==> src/design/rirc_pkg.sv <==
// Constants shared by the reset, interrupt-pin and periodic-timer control block.
package rirc_pkg;
  // Register map, byte offsets on the plain register port.
  localparam logic [7:0] PIN_CTL_ADDR  = 8'h00;
  localparam logic [7:0] RST_STAT_ADDR = 8'h01;
  localparam logic [7:0] RTI_CTL_ADDR  = 8'h02;
  localparam logic [7:0] PWR_CTL1_ADDR = 8'h03;
  localparam logic [7:0] PWR_CTL2_ADDR = 8'h04;
  localparam logic [7:0] SYS_OPT_ADDR  = 8'h05;
  // Pin interrupt status and control fields.
  localparam int PIN_POL_BIT  = 5;
  localparam int PIN_EN_BIT   = 4;
  localparam int PIN_FLAG_BIT = 3;
  localparam int PIN_ACK_BIT  = 2;
  localparam int PIN_IE_BIT   = 1;
  localparam int PIN_MODE_BIT = 0;
  // Reset source status fields.
  localparam int RST_POR_BIT  = 7;
  localparam int RST_PIN_BIT  = 6;
  localparam int RST_WDG_BIT  = 5;
  localparam int RST_OPC_BIT  = 4;
  localparam int RST_CLK_BIT  = 2;
  localparam int RST_LV_BIT   = 1;
  localparam logic [7:0] RST_STAT_POR_VAL = 8'h82;
  // Periodic timer status and control fields.
  localparam int RTI_FLAG_BIT = 7;
  localparam int RTI_ACK_BIT  = 6;
  localparam int RTI_CLKS_BIT = 5;
  localparam int RTI_IE_BIT   = 4;
  // Power control 1 and 2 fields.
  localparam int LV_FLAG_BIT  = 7;
  localparam int LV_ACK_BIT   = 6;
  localparam int LV_IE_BIT    = 5;
  localparam int LV_RE_BIT    = 4;
  localparam int LV_DE_BIT    = 3;
  localparam int WARN_BIT     = 7;
  localparam int LV_SE_BIT    = 5;
  localparam int LV_TRIP_BIT  = 4;
  localparam int WARN_TRIP_BIT = 3;
  localparam logic [7:0] PWR_CTL1_RST = 8'h18;
  localparam logic [7:0] PWR_CTL2_RST = 8'h00;
  // System options fields, write-once.
  localparam int OPT_WDG_BIT  = 7;
  localparam int OPT_STOP_BIT = 5;
  localparam int OPT_BDM_BIT  = 4;
  localparam logic [7:0] SYS_OPT_RST = 8'h80;
  // Address gaps whose access forces a reset.
  localparam logic [15:0] GAP1_LO = 16'h0440;
  localparam logic [15:0] GAP1_HI = 16'h17FF;
  localparam logic [15:0] GAP2_LO = 16'h1834;
  localparam logic [15:0] GAP2_HI = 16'hBFFF;
  // Internal timer tick, 1 ms nominal, on a 100 ns bus clock.
  localparam int CLK_PERIOD_NS   = 100;
  localparam int INT_TICK_NS     = 1000000;
  localparam int INT_TICK_CYCLES = INT_TICK_NS / CLK_PERIOD_NS;
  // Operating modes seen by the block.
  typedef enum logic [3:0] {
    RIRC_RUN   = 4'b0001,
    RIRC_STOP1 = 4'b0010,
    RIRC_STOP2 = 4'b0100,
    RIRC_STOP3 = 4'b1000
  } rirc_mode_e;
endpackage

==> src/design/rirc_top.sv <==
// Reset source capture, undervoltage control, interrupt pin and periodic timer.
//
// Functional notes
// - Power-on sets power-on and low-voltage flags; reset held until supply above low trip.
// - With reset enable set, low voltage resets and holds until above selected trip.
// - In interrupt configuration low voltage sets its flag and raises an interrupt.
// - Supply warning flag with selectable trip level, never an interrupt.
// - Timer uses reference clock in run, internal in stop2, either in stop3, none in stop1.
// - Period select zero holds the timer counter clear, so no timeouts occur.
// - Timeout sets the flag; interrupt only when the local enable is set.
// - Codes one to seven give 8..1024 internal ticks or 256..32768 reference periods.
// - Writing 1 to the timer acknowledge clears its flag; it reads 0.
// - Polarity 1 means rising edges or high levels, 0 falling or low.
// - Pin enabled with rising polarity selects a pull-down instead of pull-up.
// - The pin raises new events only while its enable is set; a flag already set still requests.
// - A qualifying pin event sets a read-only event flag.
// - Writing 1 to the pin acknowledge clears the flag; 0 does nothing; reads 0.
// - In edge-and-level mode the acknowledge fails while the pin stays asserted.
// - Pin interrupt enable passes the event flag as a hardware request.
// - Detection mode 1 catches edges and levels, 0 only edges.
// - Status holds power-on, pin, watchdog, opcode, clock module, low-voltage flags.
// - A debug-forced reset leaves every status flag clear.
// - Any write to the status address restarts the watchdog, contents unchanged.
// - Low-voltage reset keeps power-on flag; other resets flag only active sources.
// - Bad opcode, disallowed stop or background instruction force a reset.
// - Accesses within the two address gaps force a reset.
// - Low-voltage detection stops in stop modes unless its stop enable is set.
`timescale 1ns/1ps
module rirc_top #(
  parameter int TICK_CYCLES = rirc_pkg::INT_TICK_CYCLES
) (
  input  wire logic                sys_clk,
  input  wire logic                reset,
  input  wire logic [7:0]          regAddr,
  input  wire logic [7:0]          regWrData,
  input  wire logic                regWrStrobe,
  input  wire logic                regRdStrobe,
  output logic      [7:0]          regRdData,
  input  wire logic                pinIrq,
  input  wire logic                extRefClk,
  input  wire logic                extResetN,
  input  wire logic                belowLvLow,
  input  wire logic                belowLvHigh,
  input  wire logic                belowWarnLow,
  input  wire logic                belowWarnHigh,
  input  wire rirc_pkg::rirc_mode_e opMode,
  input  wire logic                watchdogTimeout,
  input  wire logic                badOpcode,
  input  wire logic                stopInstr,
  input  wire logic                bgndInstr,
  input  wire logic                cpuAccess,
  input  wire logic [15:0]         cpuAddr,
  input  wire logic                clockModuleReset,
  input  wire logic                debugForceReset,
  output logic                     systemResetReq,
  output logic                     undervoltageIrq,
  output logic                     periodicIrq,
  output logic                     pinIrqReq,
  output logic                     watchdogRestart,
  output logic                     pinPullEnable,
  output logic                     pinPullDown
);
  import rirc_pkg::*;

  //////////////////////////////////////////////////////////////////////////////
  // Input synchronisers for everything that comes from outside the clock.

  localparam int NSYNC = 7;
  logic [NSYNC-1:0] asyncIn;
  logic [NSYNC-1:0] syncS1;
  logic [NSYNC-1:0] syncS2;
  logic [NSYNC-1:0] syncS3;
  logic [NSYNC-1:0] syncVal;

  assign asyncIn = {belowWarnHigh, belowWarnLow, belowLvHigh, belowLvLow,
                    extResetN, extRefClk, pinIrq};

  genvar gi;
  generate
    for (gi = 0; gi < NSYNC; gi++) begin : g_sync
      always_ff @(posedge sys_clk) begin
        syncS1[gi] <= asyncIn[gi];
        syncS2[gi] <= syncS1[gi];
        syncS3[gi] <= syncS2[gi];
        // A change is taken only once the last two stages agree.
        // Reset preloads the output so a pin that never settles cannot leave it unknown.
        if (reset) begin
          syncVal[gi] <= syncS3[gi];
        end else if (syncS2[gi] == syncS3[gi]) begin
          syncVal[gi] <= syncS3[gi];
        end
      end
    end
  endgenerate

  logic pinLevel;
  logic refLevel;
  logic extRstLow;
  logic lvLow;
  logic lvHigh;
  logic warnLow;
  logic warnHigh;
  assign pinLevel  = syncVal[0];
  assign refLevel  = syncVal[1];
  assign extRstLow = ~syncVal[2];
  assign lvLow     = syncVal[3];
  assign lvHigh    = syncVal[4];
  assign warnLow   = syncVal[5];
  assign warnHigh  = syncVal[6];

  //////////////////////////////////////////////////////////////////////////////
  // Register write decode.

  logic wrPin;
  logic wrRst;
  logic wrRti;
  logic wrPwr1;
  logic wrPwr2;
  logic wrOpt;
  assign wrPin  = regWrStrobe && (regAddr == PIN_CTL_ADDR);
  assign wrRst  = regWrStrobe && (regAddr == RST_STAT_ADDR);
  assign wrRti  = regWrStrobe && (regAddr == RTI_CTL_ADDR);
  assign wrPwr1 = regWrStrobe && (regAddr == PWR_CTL1_ADDR);
  assign wrPwr2 = regWrStrobe && (regAddr == PWR_CTL2_ADDR);
  assign wrOpt  = regWrStrobe && (regAddr == SYS_OPT_ADDR);

  logic       pinPol_reg;
  logic       pinEn_reg;
  logic       pinIe_reg;
  logic       pinMode_reg;
  logic       rtiClkSel_reg;
  logic       rtiIe_reg;
  logic [2:0] rtiSel_reg;
  logic [7:0] pwr1_reg;
  logic [7:0] pwr2_reg;
  logic [7:0] sysOpt_reg;
  logic       optLocked_reg;

  always_ff @(posedge sys_clk) begin
    if (reset) begin
      pinPol_reg    <= 1'b0;
      pinEn_reg     <= 1'b0;
      pinIe_reg     <= 1'b0;
      pinMode_reg   <= 1'b0;
      rtiClkSel_reg <= 1'b0;
      rtiIe_reg     <= 1'b0;
      rtiSel_reg    <= 3'h0;
      pwr1_reg      <= PWR_CTL1_RST;
      pwr2_reg      <= PWR_CTL2_RST;
      sysOpt_reg    <= SYS_OPT_RST;
      optLocked_reg <= 1'b0;
    end else begin
      if (wrPin) begin
        pinPol_reg  <= regWrData[PIN_POL_BIT];
        pinEn_reg   <= regWrData[PIN_EN_BIT];
        pinIe_reg   <= regWrData[PIN_IE_BIT];
        pinMode_reg <= regWrData[PIN_MODE_BIT];
      end
      if (wrRti) begin
        rtiClkSel_reg <= regWrData[RTI_CLKS_BIT];
        rtiIe_reg     <= regWrData[RTI_IE_BIT];
        rtiSel_reg    <= regWrData[2:0];
      end
      if (wrPwr1) begin
        pwr1_reg <= regWrData & 8'h38;
      end
      if (wrPwr2) begin
        pwr2_reg <= regWrData & 8'h38;
      end
      // Options are write-once so stray code cannot reopen stop or the watchdog.
      if (wrOpt && !optLocked_reg) begin
        sysOpt_reg    <= regWrData & 8'hB0;
        optLocked_reg <= 1'b1;
      end
    end
  end

  //////////////////////////////////////////////////////////////////////////////
  // Undervoltage detection, warning and interrupt.

  logic lvBelowSel;
  logic lvDetActive;
  logic lvFlag_reg;
  assign lvBelowSel  = pwr2_reg[LV_TRIP_BIT] ? lvHigh : lvLow;
  assign lvDetActive = pwr1_reg[LV_DE_BIT] &&
                       ((opMode == RIRC_RUN) || pwr2_reg[LV_SE_BIT]);

  always_ff @(posedge sys_clk) begin
    if (reset) begin
      lvFlag_reg <= 1'b0;
    end else if (lvDetActive && lvBelowSel) begin
      lvFlag_reg <= 1'b1;
    end else if (wrPwr1 && regWrData[LV_ACK_BIT]) begin
      lvFlag_reg <= 1'b0;
    end
  end

  // The warning follows the selected trip and has no request path at all.
  logic warnBelow;
  assign warnBelow = pwr2_reg[WARN_TRIP_BIT] ? warnHigh : warnLow;

  always_ff @(posedge sys_clk) begin
    if (reset) begin
      undervoltageIrq <= 1'b0;
    end else begin
      undervoltageIrq <= lvFlag_reg && pwr1_reg[LV_IE_BIT] &&
                         pwr1_reg[LV_DE_BIT] && !pwr1_reg[LV_RE_BIT];
    end
  end

  //////////////////////////////////////////////////////////////////////////////
  // Reset sources, hold and status capture.

  logic causeLv;
  logic causeWdg;
  logic causeOpc;
  logic causeAdr;
  logic causeOther;
  logic anyCause;
  logic porHold_reg;
  logic lvHold_reg;
  logic [7:0] rstStat_reg;

  assign causeLv  = lvDetActive && pwr1_reg[LV_RE_BIT] && lvBelowSel;
  assign causeWdg = watchdogTimeout && sysOpt_reg[OPT_WDG_BIT];
  assign causeOpc = badOpcode || (stopInstr && !sysOpt_reg[OPT_STOP_BIT]) ||
                    (bgndInstr && !sysOpt_reg[OPT_BDM_BIT]);
  assign causeAdr = cpuAccess &&
                    (((cpuAddr >= GAP1_LO) && (cpuAddr <= GAP1_HI)) ||
                     ((cpuAddr >= GAP2_LO) && (cpuAddr <= GAP2_HI)));
  assign causeOther = extRstLow || causeWdg || causeOpc || causeAdr || clockModuleReset;
  assign anyCause   = causeLv || causeOther || debugForceReset;

  always_ff @(posedge sys_clk) begin
    if (reset) begin
      porHold_reg <= 1'b1;
    end else if (!lvLow) begin
      porHold_reg <= 1'b0;
    end
  end

  always_ff @(posedge sys_clk) begin
    if (reset) begin
      lvHold_reg <= 1'b0;
    end else if (causeLv) begin
      lvHold_reg <= 1'b1;
    end else if (!lvBelowSel) begin
      lvHold_reg <= 1'b0;
    end
  end

  always_ff @(posedge sys_clk) begin
    if (reset) begin
      systemResetReq <= 1'b1;
    end else begin
      systemResetReq <= porHold_reg || lvHold_reg || anyCause;
    end
  end

  // Flags are taken only on the cycle reset begins, then frozen.
  always_ff @(posedge sys_clk) begin
    if (reset) begin
      rstStat_reg <= RST_STAT_POR_VAL;
    end else if (anyCause && !systemResetReq) begin
      rstStat_reg <= 8'h00;
      if (causeLv) begin
        rstStat_reg[RST_POR_BIT] <= rstStat_reg[RST_POR_BIT];
        rstStat_reg[RST_LV_BIT]  <= 1'b1;
      end else if (causeOther) begin
        rstStat_reg[RST_PIN_BIT] <= extRstLow;
        rstStat_reg[RST_WDG_BIT] <= causeWdg;
        rstStat_reg[RST_OPC_BIT] <= causeOpc;
        rstStat_reg[RST_CLK_BIT] <= clockModuleReset;
      end
    end
  end

  // A write to the status address only kicks the watchdog.
  always_ff @(posedge sys_clk) begin
    if (reset) begin
      watchdogRestart <= 1'b0;
    end else begin
      watchdogRestart <= wrRst;
    end
  end

  //////////////////////////////////////////////////////////////////////////////
  // Interrupt pin conditioning.

  logic pinAsserted;
  logic pinAssertedPrev_reg;
  logic pinEvent;
  logic pinFlag_reg;
  assign pinAsserted = (pinLevel == pinPol_reg);
  assign pinEvent    = pinEn_reg && ((pinAsserted && !pinAssertedPrev_reg) ||
                                     (pinMode_reg && pinAsserted));

  always_ff @(posedge sys_clk) begin
    if (reset) begin
      pinAssertedPrev_reg <= 1'b0;
    end else begin
      pinAssertedPrev_reg <= pinAsserted;
    end
  end

  always_ff @(posedge sys_clk) begin
    if (reset) begin
      pinFlag_reg <= 1'b0;
    end else if (pinEvent) begin
      pinFlag_reg <= 1'b1;
    end else if (wrPin && regWrData[PIN_ACK_BIT] && !(pinMode_reg && pinAsserted)) begin
      pinFlag_reg <= 1'b0;
    end
  end

  always_ff @(posedge sys_clk) begin
    if (reset) begin
      pinIrqReq     <= 1'b0;
      pinPullEnable <= 1'b0;
      pinPullDown   <= 1'b0;
    end else begin
      pinIrqReq     <= pinFlag_reg && pinIe_reg;
      pinPullEnable <= pinEn_reg;
      pinPullDown   <= pinEn_reg && pinPol_reg;
    end
  end

  //////////////////////////////////////////////////////////////////////////////
  // Periodic timer.

  logic        refPrev_reg;
  logic        useExt;
  logic        tickEn;
  logic [13:0] intDiv_reg;
  logic        intTick;
  logic [15:0] rtiCount_reg;
  logic [15:0] rtiLimit;
  logic        rtiStep;
  logic        rtiTimeout;
  logic        rtiFlag_reg;

  // Run allows only the reference clock, stop2 only the internal tick, stop1 neither; stop3 honours the select.
  always_comb begin
    useExt = 1'b0;
    tickEn = 1'b0;
    unique case (opMode)
      RIRC_RUN: begin
        useExt = 1'b1;
        tickEn = 1'b1;
      end
      RIRC_STOP1: begin
        useExt = 1'b0;
        tickEn = 1'b0;
      end
      RIRC_STOP2: begin
        useExt = 1'b0;
        tickEn = 1'b1;
      end
      RIRC_STOP3: begin
        useExt = rtiClkSel_reg;
        tickEn = 1'b1;
      end
    endcase
  end

  always_ff @(posedge sys_clk) begin
    if (reset) begin
      refPrev_reg <= 1'b0;
      intDiv_reg  <= 14'h0000;
    end else begin
      refPrev_reg <= refLevel;
      if (intTick) begin
        intDiv_reg <= 14'h0000;
      end else begin
        intDiv_reg <= intDiv_reg + 14'h0001;
      end
    end
  end
  assign intTick = (intDiv_reg == 14'(TICK_CYCLES - 1));

  always_comb begin
    rtiLimit = 16'h0000;
    unique case (rtiSel_reg)
      3'h0: rtiLimit = 16'h0000;
      3'h1: rtiLimit = useExt ? 16'h00FF : 16'h0007;
      3'h2: rtiLimit = useExt ? 16'h03FF : 16'h001F;
      3'h3: rtiLimit = useExt ? 16'h07FF : 16'h003F;
      3'h4: rtiLimit = useExt ? 16'h0FFF : 16'h007F;
      3'h5: rtiLimit = useExt ? 16'h1FFF : 16'h00FF;
      3'h6: rtiLimit = useExt ? 16'h3FFF : 16'h01FF;
      3'h7: rtiLimit = useExt ? 16'h7FFF : 16'h03FF;
    endcase
  end

  assign rtiStep    = tickEn && (useExt ? (refLevel && !refPrev_reg) : intTick);
  assign rtiTimeout = rtiStep && (rtiSel_reg != 3'h0) && (rtiCount_reg >= rtiLimit);

  always_ff @(posedge sys_clk) begin
    if (reset || rtiSel_reg == 3'h0) begin
      rtiCount_reg <= 16'h0000;
    end else if (rtiTimeout) begin
      rtiCount_reg <= 16'h0000;
    end else if (rtiStep) begin
      rtiCount_reg <= rtiCount_reg + 16'h0001;
    end
  end

  always_ff @(posedge sys_clk) begin
    if (reset) begin
      rtiFlag_reg <= 1'b0;
    end else if (rtiTimeout) begin
      rtiFlag_reg <= 1'b1;
    end else if (wrRti && regWrData[RTI_ACK_BIT]) begin
      rtiFlag_reg <= 1'b0;
    end
  end

  always_ff @(posedge sys_clk) begin
    if (reset) begin
      periodicIrq <= 1'b0;
    end else begin
      periodicIrq <= rtiFlag_reg && rtiIe_reg;
    end
  end

  //////////////////////////////////////////////////////////////////////////////
  // Register read, acknowledge bits always read zero.

  always_ff @(posedge sys_clk) begin
    if (reset) begin
      regRdData <= 8'h00;
    end else if (regRdStrobe) begin
      unique case (regAddr)
        PIN_CTL_ADDR:  regRdData <= {2'b00, pinPol_reg, pinEn_reg, pinFlag_reg, 1'b0,
                                     pinIe_reg, pinMode_reg};
        RST_STAT_ADDR: regRdData <= rstStat_reg;
        RTI_CTL_ADDR:  regRdData <= {rtiFlag_reg, 1'b0, rtiClkSel_reg, rtiIe_reg, 1'b0,
                                     rtiSel_reg};
        PWR_CTL1_ADDR: regRdData <= {lvFlag_reg, pwr1_reg[6:0]};
        PWR_CTL2_ADDR: regRdData <= {warnBelow, pwr2_reg[6:0]};
        SYS_OPT_ADDR:  regRdData <= sysOpt_reg;
        default:       regRdData <= 8'h00;
      endcase
    end else begin
      regRdData <= 8'h00;
    end
  end

  //////////////////////////////////////////////////////////////////////////////
  // Checks.

  property p_por_flags;
    @(posedge sys_clk) reset |=> (rstStat_reg == RST_STAT_POR_VAL) && systemResetReq;
  endproperty
  a_por_flags: assert property (p_por_flags) else $error("power-on flags wrong");

  property p_lv_hold;
    @(posedge sys_clk) disable iff (reset) lvHold_reg && lvBelowSel |=> systemResetReq;
  endproperty
  a_lv_hold: assert property (p_lv_hold) else $error("low-voltage hold dropped");

  property p_pin_edge;
    @(posedge sys_clk) disable iff (reset)
      pinEn_reg && pinAsserted && !pinAssertedPrev_reg |=> pinFlag_reg ##1 pinFlag_reg || wrPin;
  endproperty
  a_pin_edge: assert property (p_pin_edge) else $error("pin edge not flagged");

  property p_pin_level;
    @(posedge sys_clk) disable iff (reset)
      pinEn_reg && pinMode_reg && pinAsserted && wrPin && regWrData[PIN_ACK_BIT] |=> pinFlag_reg;
  endproperty
  a_pin_level: assert property (p_pin_level) else $error("flag cleared at asserted level");

  property p_pin_off;
    @(posedge sys_clk) disable iff (reset) !pinEn_reg && !pinFlag_reg |=> !pinFlag_reg;
  endproperty
  a_pin_off: assert property (p_pin_off) else $error("disabled pin set flag");

  property p_ack_zero;
    @(posedge sys_clk) disable iff (reset)
      regRdStrobe && (regAddr == PIN_CTL_ADDR) |=> !regRdData[PIN_ACK_BIT];
  endproperty
  a_ack_zero: assert property (p_ack_zero) else $error("acknowledge bit read back");

  property p_rti_ack_zero;
    @(posedge sys_clk) disable iff (reset)
      regRdStrobe && (regAddr == RTI_CTL_ADDR) |=> !regRdData[RTI_ACK_BIT];
  endproperty
  a_rti_ack_zero: assert property (p_rti_ack_zero) else $error("timer ack read back");

  property p_wdg_kick;
    @(posedge sys_clk) disable iff (reset)
      wrRst && !anyCause |=> watchdogRestart && $stable(rstStat_reg);
  endproperty
  a_wdg_kick: assert property (p_wdg_kick) else $error("status write misbehaved");

  property p_debug_clear;
    @(posedge sys_clk) disable iff (reset)
      debugForceReset && !causeLv && !causeOther && !systemResetReq |=> rstStat_reg == 8'h00;
  endproperty
  a_debug_clear: assert property (p_debug_clear) else $error("debug reset left flags");

  property p_rti_off;
    @(posedge sys_clk) disable iff (reset) rtiSel_reg == 3'h0 |=> !rtiTimeout ##1 !rtiTimeout;
  endproperty
  a_rti_off: assert property (p_rti_off) else $error("timer ran while disabled");

  property p_rti_irq;
    @(posedge sys_clk) disable iff (reset) periodicIrq |-> $past(rtiFlag_reg) && $past(rtiIe_reg);
  endproperty
  a_rti_irq: assert property (p_rti_irq) else $error("timer request without enable");

  property p_pull;
    @(posedge sys_clk) disable iff (reset) pinPullDown |-> pinPullEnable;
  endproperty
  a_pull: assert property (p_pull) else $error("pull-down without enable");
endmodule

==> config.mk <==
export PLATFORM = sky130hd
export DESIGN_NAME = rirc_top
export DESIGN_NICKNAME = d
export VERILOG_FILES = /design/src/design/rirc_pkg.sv /design/src/design/rirc_top.sv
export SDC_FILE = /design/constraint.sdc
export NUM_CORES = 1
export LEC_CHECK = 0
export BUFFER_PORTS_ARGS = -buffer_cell sky130_fd_sc_hd__buf_2
export CAP_MARGIN = 40
export CORE_MARGIN = 10
export CORE_UTILIZATION = 25
export CTS_BUF_LIST = sky130_fd_sc_hd__clkbuf_4 sky130_fd_sc_hd__clkbuf_8 sky130_fd_sc_hd__clkbuf_16
export DETAILED_ROUTE_END_ITERATION = 6
export PLACE_DENSITY_LB_ADDON = 0.1
export SYNTH_ARGS = -nofsm -noshare
export SYNTH_HDL_FRONTEND = slang
export SYNTH_SLANG_ARGS = --single-unit
==> constraint.sdc <==
create_clock -name sys_clk -period 2.7 [get_ports sys_clk]
set_input_delay 0.405 -clock sys_clk [delete_from_list [all_inputs] [get_ports sys_clk]]
set_output_delay 0.405 -clock sys_clk [all_outputs]
set_load 0.01 [all_outputs]
==> qor.csv <==
metric,value,unit
nets,631,
critPathKind,flip-flop to flip-flop,
power.share.clock,42.9,%
routedWlPerCell,15.51,µm
rows,49,
cts_sinks,105,
rsz0062_at_grt,true,
numCtsBuffers,9,
met1_length,5536,µm
seq_power_share,51.0,%
synthFlopType,dfxtp_1,
fin_crit,2.785,ns
synth_seq_cells,105,
final_antenna_net_count,0,
area_delta_synth_final,27.85,%
fmax,0.3591,GHz
endpoint_kind,flip-flop,
port-buffer-count,66,
pwr-share-comb,6.1,%
drt_iter0_drc,110,
grt_pass1_wl,19980,µm
finalWorstSetupSlack,-0.08486,ns
drc,0,
hold_viol,0,
ff_latch_area,0.002176,mm²
nFillCells,1905,
hold_depth,1,
max_cap_violations,0,
grt_pass1_vias,3861,
r2r_setup_slack,-0.08,ns
status,"complete, but fails checks",
cts_tree,yes,
routed-wl-met2,6136,µm
final_cell_mix,"dfxtp_1, buf_2, nor2_1",
multi_input_area,0.002400,mm²
synthXorXnorAreaFrac,6.742,%
slew_headroom,57.19,%
top_layer_used,met5,
clockBufferDepth,2,
synth_area,0.004547,mm²
powerDensity,545.7,mW/mm²
start_util,25.40,%
grt_overflow,0,
die_height,154.9,µm
synthMuxAreaShare,6.687,%
drt-pass1-iter-count,4,
maxSlewViolCount,0,
p_sw_share,25.76,%
syn_inst,466,
synthArstFlopShare,0,%
worstRegToRegCells,12,
cts_hold_buf,0,
timing.hold.ws,0.1391,ns
power.leakage,0.002359,µW
min_from,belowLvLow,
core,0.01790,mm²
gp_congestion,0.7685,
dp_slack,-0.4828,ns
final_common_cell,dfxtp_1,
dr_wl_met3,406,µm
synthAdderAreaFrac,4.898,%
via_count,3671,
critPathRequiredTime,2.99,ns
htreeDepth,3,
violations,negative setup slack,
crit_fanout,8,
skew,0.01503,ns
path_clk_slew,0.08,ns
synth_top_family_by_area,simple AND/OR/NAND/NOR gates,
antenna_found_initial,2,
die_w,154.9,µm
cp-start-kind,flip-flop,
syn_nets,537,
p_int,2355,µW
via_per_inst,4.618,
worst_pin_slew,0.6409,ns
drt_wl_total,12330,µm
switchingPower,817.1,µW
largest_register_ffs,16,
io_pins,69,
hpwl,9056,µm
reg2reg_to,rtiCount_reg[10]$_SDFFE_PP0P_,
setup_tns,-1.181,ns
synth_compound_area_share,9.466,%
r2r-start,rtiClkSel_reg$_SDFFE_PP0P_,
grt_start_max_net_pins,23,
final_layout_size_suffix_gt1_share,27.61,%
period_share,103.1,%
clkLatencyLatePin,0.36,ns
hold_end,syncS1[3]$_DFF_P_,
ys_warn_count,0,
synth.distinct_cells,59,
grt.total_usage,10.41,%
root_buffer,clkbuf_16,
avgSynthCellArea,9.757,µm²
synth_seq_area_share,47.77,%
synth-simple-area-share,21.71,%
synth_edf_count,7,
cp.arrival,3.08,ns
hold_path_class,primary input to flip-flop,
vdd_drop_max,0.2970,mV
setup_viol,16,
die_area,0.02398,mm²
p_total,3172,µW
==> kinds of logic (layout without fill, tap and decap cells) <==
family,Yosys count,after routing
XOR/XNOR,35,35
other,0,1
flip-flops,105,105
buffers and inverters,31,129
adder cells (fa/ha/maj),18,18
multiplexers,27,27
AO/OA/AOI/OAI,60,61
AND/OR/NAND/NOR,190,190
==> worst max-delay path by stage <==
stage / slack [ns] / startpoint / endpoint / cells after the start
3_5_place_dp: -0.48 / opMode[3] / rtiCount_reg[10]$_SDFFE_PP0P_ / 11
4_1_cts: -0.04 / rtiClkSel_reg$_SDFFE_PP0P_ / rtiCount_reg[14]$_SDFFE_PP0P_ / 11
2_1_floorplan: -0.1 / opMode[3] / rtiCount_reg[7]$_SDFFE_PP0P_ / 11
5_1_grt: -0.21 / rtiClkSel_reg$_SDFFE_PP0P_ / rtiCount_reg[8]$_SDFFE_PP0P_ / 11
3_3_place_gp: -0.38 / opMode[3] / rtiCount_reg[6]$_SDFFE_PP0P_ / 11
6_report: -0.08 / rtiClkSel_reg$_SDFFE_PP0P_ / rtiCount_reg[10]$_SDFFE_PP0P_ / 12
==> metrics by stage <==
stage	util, %	std cells	cell area [µm²]
after global placement	29.70	772	5316
after floorplan	-	466	4564
after detailed placement	29.70	772	5316
after global routing	32.47	795	5813
final	32.47	795	5813
after CTS	32.16	792	5758
==> power groups by stage <==
stage | Sequential (µW) | Combinational [µW] | Clock [µW]
floorplan | 1650 | 97.0 | 0
global placement | 1660 | 184 | 0
detailed placement | 1660 | 187 | 0
CTS | 1620 | 193 | 1420
global route | 1620 | 213 | 1480
finish | 1620 | 193 | 1360
==> metal layers <==
metal	global-route usage (%)	up-vias
met2	17.53	55
met3	2.702	18
met4	3.914	2
met1	12.39	1746
li1	-	1850
met5	0	-
==> cells in the mapped netlist (5+ instances only) <==
library cell	instances	area share, %
xor2_1	15	2.9
nor2_1	64	5.3
inv_1	14	1.2
o211ai_1	6	0.99
nand2_1	42	3.5
edfxtp_1	7	4.6
nand3_1	12	1.3
a211oi_1	5	0.83
and3_1	9	1.2
nand4_1	7	0.96
nor3_1	10	1.1
ha_1	17	4.7
o21ai_0	8	0.88
clkbuf_1	13	1.1
xnor2_1	20	3.9
a21oi_1	16	1.8
mux2i_1	20	4.4
nor2b_1	8	1.1
dfxtp_1	98	43
==> worst max-delay path, stage by stage, from the launching register on <==
cell and delay (ns):
dfxtp_4 0.37, nor3b_4 0.05, o311ai_4 0.34, buf_4 0.19, and2_4 0.16, buf_6 0.11, nand2_4 0.05, ha_4 0.15
a21o_1 0.17, a211oi_4 0.24, o2111ai_2 0.19, a311o_2 0.54, nor2_1 0.13
==> area by class of cell <==
type	instances	share of cell area [%]
Antenna cell	1	0.04305
Clock buffer	9	3.874
Clock inverter	7	1.528
Inverter	14	0.9040
Multi-Input combinational cell	331	41.28
Sequential cell	105	37.43
Tap cell	229	4.929
Timing Repair Buffer	99	10.01
==> repair_timing <==
action | 4_1_cts | 5_1_grt
pin swaps | 25 | 19
resized for setup | 21 | 6
setup buffers | 3 | 2
gates cloned | 1 | 0
setup endpoints to repair | 16 | 17
Power figures use the tool's default switching activity.
